==> src/ssb_defs.svh <==
// Named constants of the line-interface serial bridge: rates, limits and field codes.
// Assumes the system clock runs at 100 MHz; all cycle counts derive from that figure.
`ifndef SSB_DEFS_SVH
`define SSB_DEFS_SVH

`define SSB_CEIL_DIV(a, b) (((a) + (b) - 1) / (b))

// Rates in kHz.
`define SSB_SYS_KHZ 100000
`define SSB_LINE4_KHZ 49152
`define SSB_LINE3_KHZ 24000
`define SSB_TDM4_MIN_KHZ 1024
`define SSB_TDM4_MAX_KHZ 8192
`define SSB_TDM3_MIN_KHZ 1536
`define SSB_TDM3_MAX_KHZ 2048
`define SSB_SPI4_MAX_KHZ 8192
`define SSB_SPI3_MIN_KHZ 3000
`define SSB_SPI3_MAX_KHZ 4000

// Derived cycle counts: shortest periods round up, longest round down.
`define SSB_LINE4_HALF_RAW (`SSB_SYS_KHZ / (2 * `SSB_LINE4_KHZ))
`define SSB_LINE3_HALF_RAW (`SSB_SYS_KHZ / (2 * `SSB_LINE3_KHZ))
`define SSB_TDM4_MIN_CYC `SSB_CEIL_DIV(`SSB_SYS_KHZ, `SSB_TDM4_MAX_KHZ)
`define SSB_TDM4_MAX_CYC (`SSB_SYS_KHZ / `SSB_TDM4_MIN_KHZ)
`define SSB_TDM3_MIN_CYC `SSB_CEIL_DIV(`SSB_SYS_KHZ, `SSB_TDM3_MAX_KHZ)
`define SSB_TDM3_MAX_CYC (`SSB_SYS_KHZ / `SSB_TDM3_MIN_KHZ)
`define SSB_SPI4_MIN_CYC `SSB_CEIL_DIV(`SSB_SYS_KHZ, `SSB_SPI4_MAX_KHZ)
`define SSB_SPI3_MIN_CYC `SSB_CEIL_DIV(`SSB_SYS_KHZ, `SSB_SPI3_MAX_KHZ)
`define SSB_SPI3_MAX_CYC (`SSB_SYS_KHZ / `SSB_SPI3_MIN_KHZ)

// SPI frame lengths per bridge variant.
`define SSB_SPI4_BITS 4'h8
`define SSB_SPI3_BITS 4'h9

// Mode field of the GPIO register at this offset, and its codes.
`define SSB_GPIO_MODE_OFFSET 12'h060
`define SSB_MODE_CODE_TDM 2'h0
`define SSB_MODE_CODE_FOUR 2'h1
`define SSB_MODE_CODE_THREE 2'h2

// PCM word width and sync stage layout.
`define SSB_PCM_BITS 4'h8
`define SSB_SYNC_DR 0
`define SSB_SYNC_FS 1
`define SSB_SYNC_INT 2

`endif

==> src/ssb_pkg.sv <==
// Types shared by the line-interface serial bridge.
// Assumes ssb_defs.svh sits on the include path.
`include "ssb_defs.svh"

package ssb_pkg;

	typedef enum logic [1:0] {
		SSB_TDM,
		SSB_FOUR_WIRE,
		SSB_THREE_WIRE
	} ssb_mode_e;

	typedef struct packed {
		ssb_mode_e mode;
		logic [2:0][2:0] sync;
		logic [2:0] filt;
		logic [7:0] line_cnt;
		logic line_clk;
		logic slot;
		logic [7:0] tdm_cnt;
		logic tdm_clk;
		logic [7:0] pcm_shift;
		logic [3:0] pcm_bits;
		logic push;
		logic [7:0] tx_byte;
		logic [3:0] tx_bits;
		logic link_dx;
		logic link_fs;
		logic sclk_prev;
		logic cs_prev;
		logic spi_bit;
		logic [3:0] spi_cnt;
		logic [7:0] spi_per;
		logic miso_pend;
		logic miso;
		logic dr_bit;
		logic irq;
		logic cfg_err;
		logic spi_err;
		logic overrun;
		logic pcm_ready;
		logic cs3_pin_n;
		logic pin_ck;
		logic pin_fs;
		logic pin_fs_oe;
		logic pin_dx;
		logic pin_dx_oe;
		logic fs_int;
	} ssb_state_s;

endpackage

==> src/ssb_bridge.sv <==
// Serial bridge between on-chip TDM and SPI controllers and an external line-interface chip.
// Assumes the on-chip controllers share i_clock; pin inputs arrive asynchronously.
// What this block does
// - External loopback copies the receive pin to the transmit pin without any sampling.
// - Four-wire mode merges codec control port and PCM voice onto one serial link.
// - Mode field at GPIO offset 0x60: code 1 picks four-wire mode; codes 0 and 3 give plain TDM.
// - Four-wire link runs on a 50 MHz line clock in place of 49.152 MHz; TDM clock divides it.
// - Four-wire TDM bit clock must lie between 1.024 and 8.192 MHz.
// - Four-wire SPI serial clock may run up to 8.192 MHz.
// - Four-wire interrupt is inverted and synchronised into the system clock domain.
// - Active bridge uses the TDM pins and keeps SPI chip select 3 internal.
// - SPI data is sampled and launched on the rising serial clock edge.
// - Same mode field picks three-wire mode, carrying TDM and SPI over three pins.
// - Three-wire link runs on 25 MHz line clock in place of 24 MHz; TDM clock 1.536 to 2.048 MHz.
// - Three-wire SPI serial clock must stay between 3 and 4 MHz.
// - Shared pins serve exactly one function: three-wire, four-wire or plain TDM.
`timescale 1ns/1ns

module ssb_bridge import ssb_pkg::*; #(
	parameter int FIFO_DEPTH = 4
) (
	input wire logic i_clock, // System clock, 100 MHz.
	input wire logic i_reset, // Asynchronous reset, active high.
	input wire logic [1:0] i_mode_sel, // Mode field of the GPIO register.
	input wire logic i_bridge_reset, // Bridge held in reset, active high.
	input wire logic i_ext_loopback, // Remote loopback enable.
	input wire logic [7:0] i_tdm_div, // Line clock periods per TDM bit.
	input wire logic i_tdm_ck, // On-chip TDM clock for plain TDM.
	input wire logic i_tdm_fs, // On-chip frame sync.
	input wire logic i_tdm_fs_oe, // On-chip frame sync drive enable.
	input wire logic i_tdm_transmit_data, // On-chip TDM transmit data.
	input wire logic i_tdm_transmit_data_oe, // On-chip transmit data drive enable.
	output logic o_tdm_receive_data, // Receive data towards on-chip TDM.
	output logic o_tdm_fs, // Frame sync from pin towards on-chip TDM.
	output logic o_tdm_bit_clk, // Derived TDM bit clock in bridge modes.
	input wire logic i_spi_sclk, // On-chip SPI serial clock.
	input wire logic i_spi_mosi, // On-chip SPI data out.
	input wire logic i_spi_cs3_n, // On-chip chip select 3, active low.
	output logic o_spi_miso, // SPI data back to the controller.
	output logic o_spi_cs3_pin_n, // Chip select 3 pin, active low.
	output logic o_pin_ck, // Clock pin.
	output logic o_pin_fs, // Frame sync pin value.
	output logic o_pin_fs_oe, // Frame sync pin drive enable.
	input wire logic i_pin_fs, // Frame sync pin level.
	output logic o_pin_dx, // Transmit data pin value.
	output logic o_pin_dx_oe, // Transmit data pin drive enable.
	input wire logic i_pin_dr, // Receive data pin level.
	input wire logic i_line_int_n, // Line chip interrupt, active low.
	output logic [1:0] o_mode_active, // Mode in force.
	output logic o_irq, // Interrupt to the processor.
	output logic o_cfg_error, // TDM clock outside the mode's range.
	output logic o_spi_error, // SPI rate or frame length wrong.
	output logic o_overrun, // PCM word lost for want of room.
	output logic o_pcm_ready // Room in the PCM buffer.
);
	localparam int LINE4_HALF = (`SSB_LINE4_HALF_RAW < 1) ? 1 : `SSB_LINE4_HALF_RAW;
	localparam int LINE3_HALF = (`SSB_LINE3_HALF_RAW < 1) ? 1 : `SSB_LINE3_HALF_RAW;
	localparam int TDM4_MIN = `SSB_TDM4_MIN_CYC;
	localparam int TDM4_MAX = `SSB_TDM4_MAX_CYC;
	localparam int TDM3_MIN = `SSB_TDM3_MIN_CYC;
	localparam int TDM3_MAX = `SSB_TDM3_MAX_CYC;
	localparam int SPI4_MIN = `SSB_SPI4_MIN_CYC;
	localparam int SPI3_MIN = `SSB_SPI3_MIN_CYC;
	localparam int SPI3_MAX = `SSB_SPI3_MAX_CYC;

	ssb_state_s q;
	ssb_state_s d;
	logic fifo_in_ready;
	logic fifo_out_valid;
	logic [7:0] fifo_out_data;
	logic fifo_pop;
	logic active;
	logic [7:0] half;
	logic [15:0] tdm_cyc;
	logic [2:0] pin_raw;

	function automatic ssb_mode_e decode_mode(input logic [1:0] code);
		unique case (code)
			`SSB_MODE_CODE_FOUR: decode_mode = SSB_FOUR_WIRE;
			`SSB_MODE_CODE_THREE: decode_mode = SSB_THREE_WIRE;
			default: decode_mode = SSB_TDM;
		endcase
	endfunction

	function automatic logic [1:0] encode_mode(input ssb_mode_e m);
		unique case (m)
			SSB_FOUR_WIRE: encode_mode = `SSB_MODE_CODE_FOUR;
			SSB_THREE_WIRE: encode_mode = `SSB_MODE_CODE_THREE;
			SSB_TDM: encode_mode = `SSB_MODE_CODE_TDM;
		endcase
	endfunction

	assign active = (q.mode != SSB_TDM) && !i_bridge_reset;
	assign half = (q.mode == SSB_FOUR_WIRE) ? 8'(LINE4_HALF) : 8'(LINE3_HALF);
	assign tdm_cyc = {8'h00, i_tdm_div} * {7'h00, half, 1'b0};
	assign pin_raw = {i_line_int_n, i_pin_fs, i_pin_dr};
	assign fifo_pop = active && (q.tx_bits == 4'h0) && q.slot && (q.line_cnt == '0)
		&& !q.line_clk;

	ssb_fifo #(
		.WIDTH(8),
		.DEPTH(FIFO_DEPTH)
	) u_pcm_fifo (
		.i_clock(i_clock),
		.i_reset(i_reset),
		.i_in_valid(q.push),
		.o_in_ready(fifo_in_ready),
		.i_in_data(q.pcm_shift),
		.o_out_valid(fifo_out_valid),
		.i_out_ready(fifo_pop),
		.o_out_data(fifo_out_data)
	);

	always_comb begin
		logic tick;
		logic rise;
		tick = 1'b0;
		rise = 1'b0;
		d = q;
		d.push = 1'b0;

		// Each pin input is filtered: a change counts once stages two and three agree.
		for (int i = 0; i < 3; i++) begin
			d.sync[i] = {q.sync[i][1:0], pin_raw[i]};
			if (q.sync[i][1] == q.sync[i][2]) begin
				d.filt[i] = q.sync[i][2];
			end
		end

		// Mode may change only while the bridge is held in reset.
		if (i_bridge_reset) begin
			d.mode = decode_mode(i_mode_sel);
			d.line_cnt = '0;
			d.line_clk = 1'b0;
			d.slot = 1'b0;
			d.tdm_cnt = '0;
			d.tdm_clk = 1'b0;
			d.pcm_bits = '0;
			d.tx_bits = '0;
			d.spi_cnt = '0;
			d.cfg_err = 1'b0;
			d.spi_err = 1'b0;
			d.overrun = 1'b0;
		end else if (active) begin
			// Line clock divider; each rising line edge is one link bit.
			if (q.line_cnt == half - 8'h01) begin
				d.line_cnt = '0;
				d.line_clk = !q.line_clk;
				tick = !q.line_clk;
			end else begin
				d.line_cnt = q.line_cnt + 8'h01;
			end
		end

		if (tick) begin
			// Link bits alternate between a PCM slot and a control slot.
			d.slot = !q.slot;
			if (q.slot) begin
				d.miso_pend = q.filt[`SSB_SYNC_DR];
				if (q.tx_bits != 4'h0) begin
					d.link_dx = q.tx_byte[7];
					d.link_fs = (q.tx_bits == `SSB_PCM_BITS);
					d.tx_byte = {q.tx_byte[6:0], 1'b0};
					d.tx_bits = q.tx_bits - 4'h1;
				end else begin
					d.link_dx = 1'b0;
					d.link_fs = 1'b0;
				end
			end else begin
				d.dr_bit = q.filt[`SSB_SYNC_DR];
				d.link_dx = q.spi_bit;
				d.link_fs = 1'b0;
			end
			// TDM bit clock is the line clock divided by the programmed ratio.
			if (q.tdm_cnt >= i_tdm_div - 8'h01) begin
				d.tdm_cnt = '0;
				d.tdm_clk = 1'b1;
				// The on-chip controller's data and frame sync are taken once per TDM bit.
				if (i_tdm_fs || q.pcm_bits == `SSB_PCM_BITS - 4'h1) begin
					d.pcm_bits = i_tdm_fs ? 4'h1 : 4'h0;
					d.pcm_shift = {q.pcm_shift[6:0], i_tdm_transmit_data};
					d.push = !i_tdm_fs;
				end else begin
					d.pcm_bits = q.pcm_bits + 4'h1;
					d.pcm_shift = {q.pcm_shift[6:0], i_tdm_transmit_data};
				end
			end else begin
				d.tdm_cnt = q.tdm_cnt + 8'h01;
				if (q.tdm_cnt == {1'b0, i_tdm_div[7:1]}) begin
					d.tdm_clk = 1'b0;
				end
			end
		end
		if (fifo_pop && fifo_out_valid) begin
			d.tx_byte = fifo_out_data;
			d.tx_bits = `SSB_PCM_BITS;
		end
		// Without room the word is dropped and the loss stays flagged until bridge reset.
		if (q.push && !fifo_in_ready) begin
			d.overrun = 1'b1;
		end
		d.pcm_ready = fifo_in_ready;

		// TDM clock range check against the mode's limits.
		if (active) begin
			if (q.mode == SSB_FOUR_WIRE) begin
				if (tdm_cyc < 16'(TDM4_MIN) || tdm_cyc > 16'(TDM4_MAX)) begin
					d.cfg_err = 1'b1;
				end
			end else if (tdm_cyc < 16'(TDM3_MIN) || tdm_cyc > 16'(TDM3_MAX)) begin
				d.cfg_err = 1'b1;
			end
		end

		// SPI side of the bridge.
		d.sclk_prev = i_spi_sclk;
		d.cs_prev = i_spi_cs3_n;
		rise = i_spi_sclk && !q.sclk_prev;
		if (active && !i_spi_cs3_n) begin
			if (q.spi_per != 8'hFF) begin
				d.spi_per = q.spi_per + 8'h01;
			end
			if (rise) begin
				d.spi_bit = i_spi_mosi;
				d.miso = q.miso_pend;
				d.spi_cnt = q.spi_cnt + 4'h1;
				d.spi_per = 8'h01;
				if (q.spi_cnt != 4'h0) begin
					if (q.mode == SSB_FOUR_WIRE) begin
						if (q.spi_per < 8'(SPI4_MIN)) begin
							d.spi_err = 1'b1;
						end
					end else if (q.spi_per < 8'(SPI3_MIN) || q.spi_per > 8'(SPI3_MAX)) begin
						d.spi_err = 1'b1;
					end
				end
			end
		end else if (!i_bridge_reset) begin
			d.spi_bit = 1'b1;
			d.spi_per = '0;
		end
		// A frame ends when chip select 3 returns high; its bit count must match the mode.
		if (active && i_spi_cs3_n && !q.cs_prev) begin
			d.spi_cnt = '0;
			if (q.spi_cnt != ((q.mode == SSB_FOUR_WIRE) ? `SSB_SPI4_BITS : `SSB_SPI3_BITS)) begin
				d.spi_err = 1'b1;
			end
		end

		// Interrupt from the line chip, inverted after the pin filter.
		d.irq = active && (q.mode == SSB_FOUR_WIRE) && !q.filt[`SSB_SYNC_INT];

		// Pin ownership: exactly one function drives the shared pins.
		d.cs3_pin_n = (q.mode != SSB_TDM) ? 1'b1 : i_spi_cs3_n;
		unique case (q.mode)
			SSB_FOUR_WIRE: begin
				d.pin_ck = q.line_clk;
				d.pin_fs = q.link_fs;
				d.pin_fs_oe = 1'b1;
				d.pin_dx = q.link_dx;
				d.pin_dx_oe = 1'b1;
				d.fs_int = 1'b0;
			end
			SSB_THREE_WIRE: begin
				// Three pins only: clock, transmit and receive; frame sync is not driven.
				d.pin_ck = q.line_clk;
				d.pin_fs = 1'b0;
				d.pin_fs_oe = 1'b0;
				d.pin_dx = q.link_dx;
				d.pin_dx_oe = 1'b1;
				d.fs_int = 1'b0;
			end
			SSB_TDM: begin
				d.pin_ck = i_tdm_ck;
				d.pin_fs = i_tdm_fs;
				d.pin_fs_oe = i_tdm_fs_oe;
				d.pin_dx = i_tdm_transmit_data;
				d.pin_dx_oe = i_tdm_transmit_data_oe;
				d.dr_bit = q.filt[`SSB_SYNC_DR];
				d.fs_int = q.filt[`SSB_SYNC_FS];
			end
		endcase
	end

	always_ff @(posedge i_clock or posedge i_reset) begin
		if (i_reset) begin
			q <= '{mode: SSB_TDM, sync: '1, filt: '1, tx_byte: '0, spi_bit: 1'b1,
				sclk_prev: 1'b0, cs_prev: 1'b1, cs3_pin_n: 1'b1, pcm_ready: 1'b0,
				default: '0};
		end else begin
			q <= d;
		end
	end

	// Loopback must not add a sampling delay, so the transmit pin value and its drive enable bypass the flops.
	assign o_pin_dx = i_ext_loopback ? i_pin_dr : q.pin_dx;
	assign o_pin_dx_oe = i_ext_loopback ? 1'b1 : q.pin_dx_oe;
	assign o_pin_ck = q.pin_ck;
	assign o_pin_fs = q.pin_fs;
	assign o_pin_fs_oe = q.pin_fs_oe;
	assign o_tdm_receive_data = q.dr_bit;
	assign o_tdm_fs = q.fs_int;
	assign o_tdm_bit_clk = q.tdm_clk;
	assign o_spi_miso = q.miso;
	assign o_spi_cs3_pin_n = q.cs3_pin_n;
	assign o_mode_active = encode_mode(q.mode);
	assign o_irq = q.irq;
	assign o_cfg_error = q.cfg_err;
	assign o_spi_error = q.spi_err;
	assign o_overrun = q.overrun;
	assign o_pcm_ready = q.pcm_ready;

endmodule

==> src/ssb_fifo.sv <==
// Small first-in first-out buffer with valid and ready on both sides.
// Assumes both sides run on the one system clock.
`timescale 1ns/1ns

module ssb_fifo #(
	parameter int WIDTH = 8,
	parameter int DEPTH = 4
) (
	input wire logic i_clock, // System clock.
	input wire logic i_reset, // Asynchronous reset, active high.
	input wire logic i_in_valid, // Word offered.
	output logic o_in_ready, // Room for a word.
	input wire logic [WIDTH-1:0] i_in_data, // Word written.
	output logic o_out_valid, // Word available.
	input wire logic i_out_ready, // Drain takes the word.
	output logic [WIDTH-1:0] o_out_data // Oldest word.
);
	localparam int AW = (DEPTH > 1) ? $clog2(DEPTH) : 1;

	logic [WIDTH-1:0] mem_q [DEPTH];
	logic [AW-1:0] wr_q;
	logic [AW-1:0] rd_q;
	logic [AW:0] cnt_q;
	logic do_wr;
	logic do_rd;

	assign o_in_ready = (cnt_q != (AW+1)'(DEPTH));
	assign o_out_valid = (cnt_q != '0);
	assign o_out_data = mem_q[rd_q];
	assign do_wr = i_in_valid && o_in_ready;
	assign do_rd = o_out_valid && i_out_ready;

	function automatic logic [AW-1:0] bump(input logic [AW-1:0] p);
		bump = (p == AW'(DEPTH - 1)) ? '0 : AW'(p + 1'b1);
	endfunction

	always_ff @(posedge i_clock or posedge i_reset) begin
		if (i_reset) begin
			wr_q <= '0;
			rd_q <= '0;
			cnt_q <= '0;
		end else begin
			if (do_wr) begin
				wr_q <= bump(wr_q);
			end
			if (do_rd) begin
				rd_q <= bump(rd_q);
			end
			if (do_wr && !do_rd) begin
				cnt_q <= cnt_q + 1'b1;
			end else if (do_rd && !do_wr) begin
				cnt_q <= cnt_q - 1'b1;
			end
		end
	end

	// Storage carries no reset; emptiness is tracked by the count alone.
	always_ff @(posedge i_clock) begin
		if (do_wr) begin
			mem_q[wr_q] <= i_in_data;
		end
	end

endmodule

==> config.mk <==
export PLATFORM = sky130hd
export DESIGN_NAME = ssb_bridge
export DESIGN_NICKNAME = d
export VERILOG_FILES = /design/src/ssb_pkg.sv /design/src/ssb_bridge.sv /design/src/ssb_fifo.sv
export VERILOG_INCLUDE_DIRS = /design/src /design/src/src
export SDC_FILE = /design/constraint.sdc
export NUM_CORES = 1
export LEC_CHECK = 0
export CAP_MARGIN = 40
export CORE_MARGIN = 2
export CORE_UTILIZATION = 55
export DETAILED_ROUTE_END_ITERATION = 7
export DONT_BUFFER_PORTS = 1
export PLACE_DENSITY = 0.81
export SLEW_MARGIN = 15
export SYNTH_ARGS = -nofsm -noshare
export SYNTH_HDL_FRONTEND = slang
export SYNTH_SLANG_ARGS = --single-unit
==> constraint.sdc <==
create_clock -name i_clock -period 9.2 [get_ports i_clock]
set_clock_uncertainty 0.1 [all_clocks]
set_input_delay 2.76 -clock i_clock [delete_from_list [all_inputs] [get_ports i_clock]]
set_output_delay 2.76 -clock i_clock [all_outputs]
set_load 0.005 [all_outputs]
==> results.yml, run 1 <==
sta:
  finalSetupViolations: 0
  holdWs_ps: 255
  finalMaxSlewViolations: 0
  post-route-period-util_pct: 64.5
  slew_headroom_pct: 55.3
  hold_viol: 0
  timing.fmax_ghz: 0.168
  period_needed_ps: 5940
  rsz0062_at_grt: "false"
  worstMarginPinSlew_ps: 668
  setup-tns-final_ps: 0
floorplan:
  start_util_pct: 56.5
  die_y_um: 112
  io_pins: 42
  row_count: 39
  dieArea_mm2: 0.0127
  die_x_um: 112
  core_area_mm2: 0.0115
hold_path:
  min_path_cells: 0
  min_to: "d[84]"
  worstHoldStart: "d[83]"
  min_path_type: "flop to flop"
logic_synthesis:
  synth_top_cell_by_area: "dfrtp_1"
  synth_top_area_share_pct: 31.7
  ys_top_cells_by_area: "dfrtp_1, edfxtp_1, dfstp_2"
  synth_seq_area_share_pct: 52.6
  synth_seq_cells: 129
  synth_edf_count: 32
  yosys-top-cells-count: "dfrtp_1, nand2_1, nor2_1"
  yosysWarnings: 0
  yosysMostFrequentCell: "dfrtp_1"
  synth_area_per_cell_um2: 11.1
  syn_nets: 636
  syn_area_mm2: 0.00647
  ys_types: 70
  synthFlopType: "dfrtp_1"
  async_reset_ff_share_pct: 75.2
  syn_inst: 583
clock_tree:
  cts_hold_buf: 0
  post-cts-setup-buffer-count: 0
  clock-root-buffer: "clkbuf_16"
  h-tree-depth: 4
  clk_pin_slew_ps: 60
  cts_buffers: 17
  clock_path_buffers: 2
  cts.sinks: 129
  cts_tree: "done"
  cts-resized-gates: 0
  worstSkewPairLatency_ps: 420
grt:
  grt_usage_pct: 21.8
  grt_max_degree: 49
  grt_pass1_vias: 4399
  grt_pass1_wl_mm: 21.7
  grt_antenna_before_repair: 0
  grt_overflow_total: 0
placed_design:
  place_congestion: 0.838
  dp_cells: 700
  io_buffers: 0
  hpwl_mm: 8.76
finish:
  diodes: 0
  nets: 629
  stdcell_count: 732
  drive_above_1_share_pct: 16.5
  syn_to_final_growth_pct: 10.7
power:
  p_leak_nw: 3.08
  p_total_mw: 1.37
  power.density_mw_per_mm2: 192
  vdd_ir_drop_max_v: 0.000229
route:
  drtAntennaViolNets: 0
  drc: 0
  drt-initial-drc-count: 327
  wire_per_inst_um: 17.7
  via_per_inst: 6.13
  finalWirelength_mm: 13.0
  via_count: 4486
  dr.pass1.iters: 6
critical_path:
  worstPathMaxFanout: 2
  crit_buf_inv: 0
  ff2ff_setup_slack_ps: 6050
  critPathTopFamily: "multiplexers"
  critPathCaptureType: "output pin"
  timing.critical_path.from_type: "input pin"
  path_cells: "mux2_2"
  r2r_end: "u_pcm_fifo.cnt_q[1]"
  r2r_cells: 8
  worst_ep_required_time_ps: 6340
  cp_slowest_cell: "mux2_2"
  reg2reg_from: "q[32]"
  max_stage_delay_ps: 320
  crit_arrival_ps: 3080
  criticalPathCategory: "input pin to output pin"
flow_run:
  max_cap_violations: 0
outcome:
  status: "finished, final reports clean"
## cell usage in the layout, fill, tap and decap left out, types with 6 or more instances in the layout
cell	synthesis	final
inv_1	23	22
a31oi_1	7	7
inv_6	0	6
clkbuf_16	0	17
o221ai_1	6	6
and2_1	9	9
a21oi_1	12	12
xnor2_1	16	16
nand2b_1	7	7
dfrtp_1	82	82
xor2_1	16	16
ha_1	27	27
dfstp_2	15	15
nor2_1	46	46
nand2_1	60	60
and3_1	8	8
mux4_2	8	8
edfxtp_1	32	32
nand3_1	17	17
nor4_1	9	9
mux2_2	18	18
nor3_1	14	14
o21ai_0	23	23
nor2b_1	9	9
## sequential cells by signal, summed over array words and instances, names as in the netlist, 2 cells and up
| name | flops |
|---|---|
| d | 6 |
| u_pcm_fifo.cnt_q | 3 |
| q | 71 |
| u_pcm_fifo.rd_q | 2 |
| u_pcm_fifo.wr_q | 2 |
| u_pcm_fifo.mem_q | 32 |
## metal layers
layer | part of all wire (%) | up-vias | routed length [µm] | global-route usage (%)
li1 | - | 2086 | - | -
met1 | 43 | 2231 | 5600 | 27.5
met2 | 49 | 141 | 6400 | 35.4
met3 | 5.1 | 28 | 664 | 5.94
met4 | 2.5 | 0 | 323 | 9.67
met5 | 0 | - | 0 | 0
## kinds of logic after synthesis
family | after synthesis | synth area share [%]
compound gates | 94 | 10.1
simple gates | 213 | 16.8
mux | 31 | 6.69
flops | 129 | 52.6
fa+ha+maj | 31 | 5.99
buf+inv | 53 | 3.44
xor+xnor | 32 | 4.33
## through the flow
stage          utilization, %  instance area [µm²]  setup WS (ps)
6_report                 62.5                 7170           3260
5_1_grt                  62.5                 7170           3260
3_5_place_dp             57.3                 6570           3260
3_3_place_gp             57.0                 6540           3260
4_1_cts                  62.5                 7170           3260
2_1_floorplan               -                 6470           3270
## power by group
group / leakage, nW / internal [mW] / switching (mW)
sequential: 1.57 / 0.606 / 0.0164
combinational: 1.21 / 0.0328 / 0.0506
clock: 0.289 / 0.386 / 0.282
## worst max-delay path by stage
stage,startpoint,to,slack (ps),cells after the start
global route,i_ext_loopback,o_pin_dx,3260,1
floorplan,i_ext_loopback,o_pin_dx,3270,1
CTS,i_ext_loopback,o_pin_dx,3260,1
global placement,i_ext_loopback,o_pin_dx,3260,1
detailed placement,i_ext_loopback,o_pin_dx,3260,1
finish,i_ext_loopback,o_pin_dx,3260,1
## final cells by class
| type | instances | area (µm²) |
|---|---|---|
| clock inverter | 15 | 171 |
| clock buffer | 17 | 425 |
| multi-input combinational | 401 | 2840 |
| inverter | 23 | 88.8 |
| fill | 845 | 4300 |
| sequential | 129 | 3410 |
| timing repair buffer | 4 | 50.0 |
| tap | 143 | 179 |
(Power assumes the default switching activity.)
==> run 2, diff against run 1 <==
clock period = 5.8 ns   (was 9.2 ns; I/O delays follow)
==> results.yml, run 2 (synthesis results as in run 1) <==
clock_tree:
  cts_tree: "done"
  worstSkewPairLatency_ps: 420
  cts_buffers: 17
  h-tree-depth: 4
  cts-resized-gates: 0
  cts_hold_buf: 0
  post-cts-setup-buffer-count: 0
  cts.sinks: 129
  clk_pin_slew_ps: 60
  clock-root-buffer: "clkbuf_16"
  clock_path_buffers: 2
sta:
  hold_viol: 0
  worstMarginPinSlew_ps: 665
  finalSetupViolations: 0
  post-route-period-util_pct: 70.8
  rsz0062_at_grt: "false"
  period_needed_ps: 4110
  timing.fmax_ghz: 0.243
  slew_headroom_pct: 55.3
  finalMaxSlewViolations: 0
  setup-tns-final_ps: 0
critical_path:
  cp_slowest_cell: "nor3_4"
  ff2ff_setup_slack_ps: 2650
  max_stage_delay_ps: 540
  worstPathMaxFanout: 13
  worst_ep_required_time_ps: 6010
  crit_buf_inv: 0
  critPathCaptureType: "flop"
  r2r_cells: 8
  cpMostUsedCell: "nand2_1"
  path_cells: "or4_1, nor4_1, xnor2_1, ha_1, nand2_1, nand2_1, a31oi_1, o21a_1, nor3_4, mux2_2"
  r2r_end: "u_pcm_fifo.cnt_q[1]"
  critPathTopFamily: "simple AND/OR/NAND/NOR gates"
  crit_arrival_ps: 4320
  criticalPathCategory: "input pin to flop"
  reg2reg_from: "q[32]"
  timing.critical_path.from_type: "input pin"
grt:
  grtUsageMet1_pct: 26.7
  grt_usage_pct: 21.8
  grt-busiest-layer: "met2"
  use_met3_pct: 6.43
  met2_usage_pct: 36.3
  grt_max_degree: 54
  grt_pass1_wl_mm: 21.7
  grt_overflow_total: 0
  grt_antenna_before_repair: 0
  grt_pass1_vias: 4436
placed_design:
  hpwl_mm: 8.84
  io_buffers: 0
  place_congestion: 0.903
route:
  via_count: 4495
  drt-initial-drc-count: 297
  dr.pass1.iters: 5
  wire_per_inst_um: 17.9
  drc: 0
  via_per_inst: 6.15
  finalWirelength_mm: 13.1
  drtAntennaViolNets: 0
floorplan:
  row_count: 39
  die_y_um: 112
  die_x_um: 112
  io_pins: 42
  start_util_pct: 56.5
  dieArea_mm2: 0.0127
  core_area_mm2: 0.0115
finish:
  diodes: 0
  largest_reg_flops: 71
  finish.utilization_pct: 62.2
  final_cell_mix: "dfrtp_1, nand2_1, nor2_1, edfxtp_1, ha_1"
  largest-register: "q"
  final_common_cell: "dfrtp_1"
  syn_to_final_growth_pct: 10.2
  nets: 628
  drive_above_1_share_pct: 16.2
power:
  power.density_mw_per_mm2: 307
  p_leak_nw: 3.06
  vdd_ir_drop_max_v: 0.000343
  p_total_mw: 2.19
outcome:
  status: "finished, final reports clean"
hold_path:
  min_path_type: "flop to flop"
  min_path_cells: 0
  worstHoldStart: "d[83]"
  min_to: "d[84]"
flow_run:
  max_cap_violations: 0
-- run 2: worst max path at each step --
stage            startpoint     to  slack [ps]  cells past startpoint
6_report       i_tdm_div[5]  q[55]        1690                     10
5_1_grt        i_tdm_div[5]  q[55]        1500                     10
4_1_cts        i_tdm_div[5]  q[53]        1700                     10
3_5_place_dp   i_tdm_div[5]  q[53]        1280                     10
3_3_place_gp   i_tdm_div[5]  q[56]        1340                     10
2_1_floorplan  i_tdm_div[3]  q[46]        1420                     12
-- run 2: worst register-to-register path: stages, from the launching register on --
cell and delay (ps):
dfrtp_1 410, inv_1 90, ha_1 200, or3b_2 500, or3_2 680, ha_1 320, inv_1 70, fa_1 400
mux2_2 260
-- run 2: layout make-up --
type | count | area [µm²]
Sequential cell | 129 | 3410
Timing Repair Buffer | 3 | 22.5
Inverter | 23 | 88.8
Tap cell | 143 | 179
Clock inverter | 15 | 169
Clock buffer | 17 | 425
Multi-Input combinational cell | 401 | 2840
Fill cell | 870 | 4330
-- run 2: layer usage --
metal  wire, µm  vias up  part of all wire (%)
li1           -     2086                     -
met5          0        -                     0
met4        328        0                   2.5
met3        681       32                   5.2
met2       6510      138                    50
met1       5570     2239                    43
-- run 2: metrics by stage --
step           setup WS (ps)  cells  area, µm²  hold WS (ps)
2_1_floorplan           1420    583       6470           245
3_3_place_gp            1340    698       6530           248
3_5_place_dp            1280    699       6540           247
4_1_cts                 1700    731       7140           255
5_1_grt                 1500    731       7140           257
6_report                1690    731       7140           254
-- run 2: report_power, final --
group | switching (mW) | leakage (nW) | internal (mW)
Sequential | 0.0258 | 1.57 | 0.961
Combinational | 0.0798 | 1.20 | 0.0500
Clock | 0.430 | 0.286 | 0.644
Total | 0.536 | 3.06 | 1.65
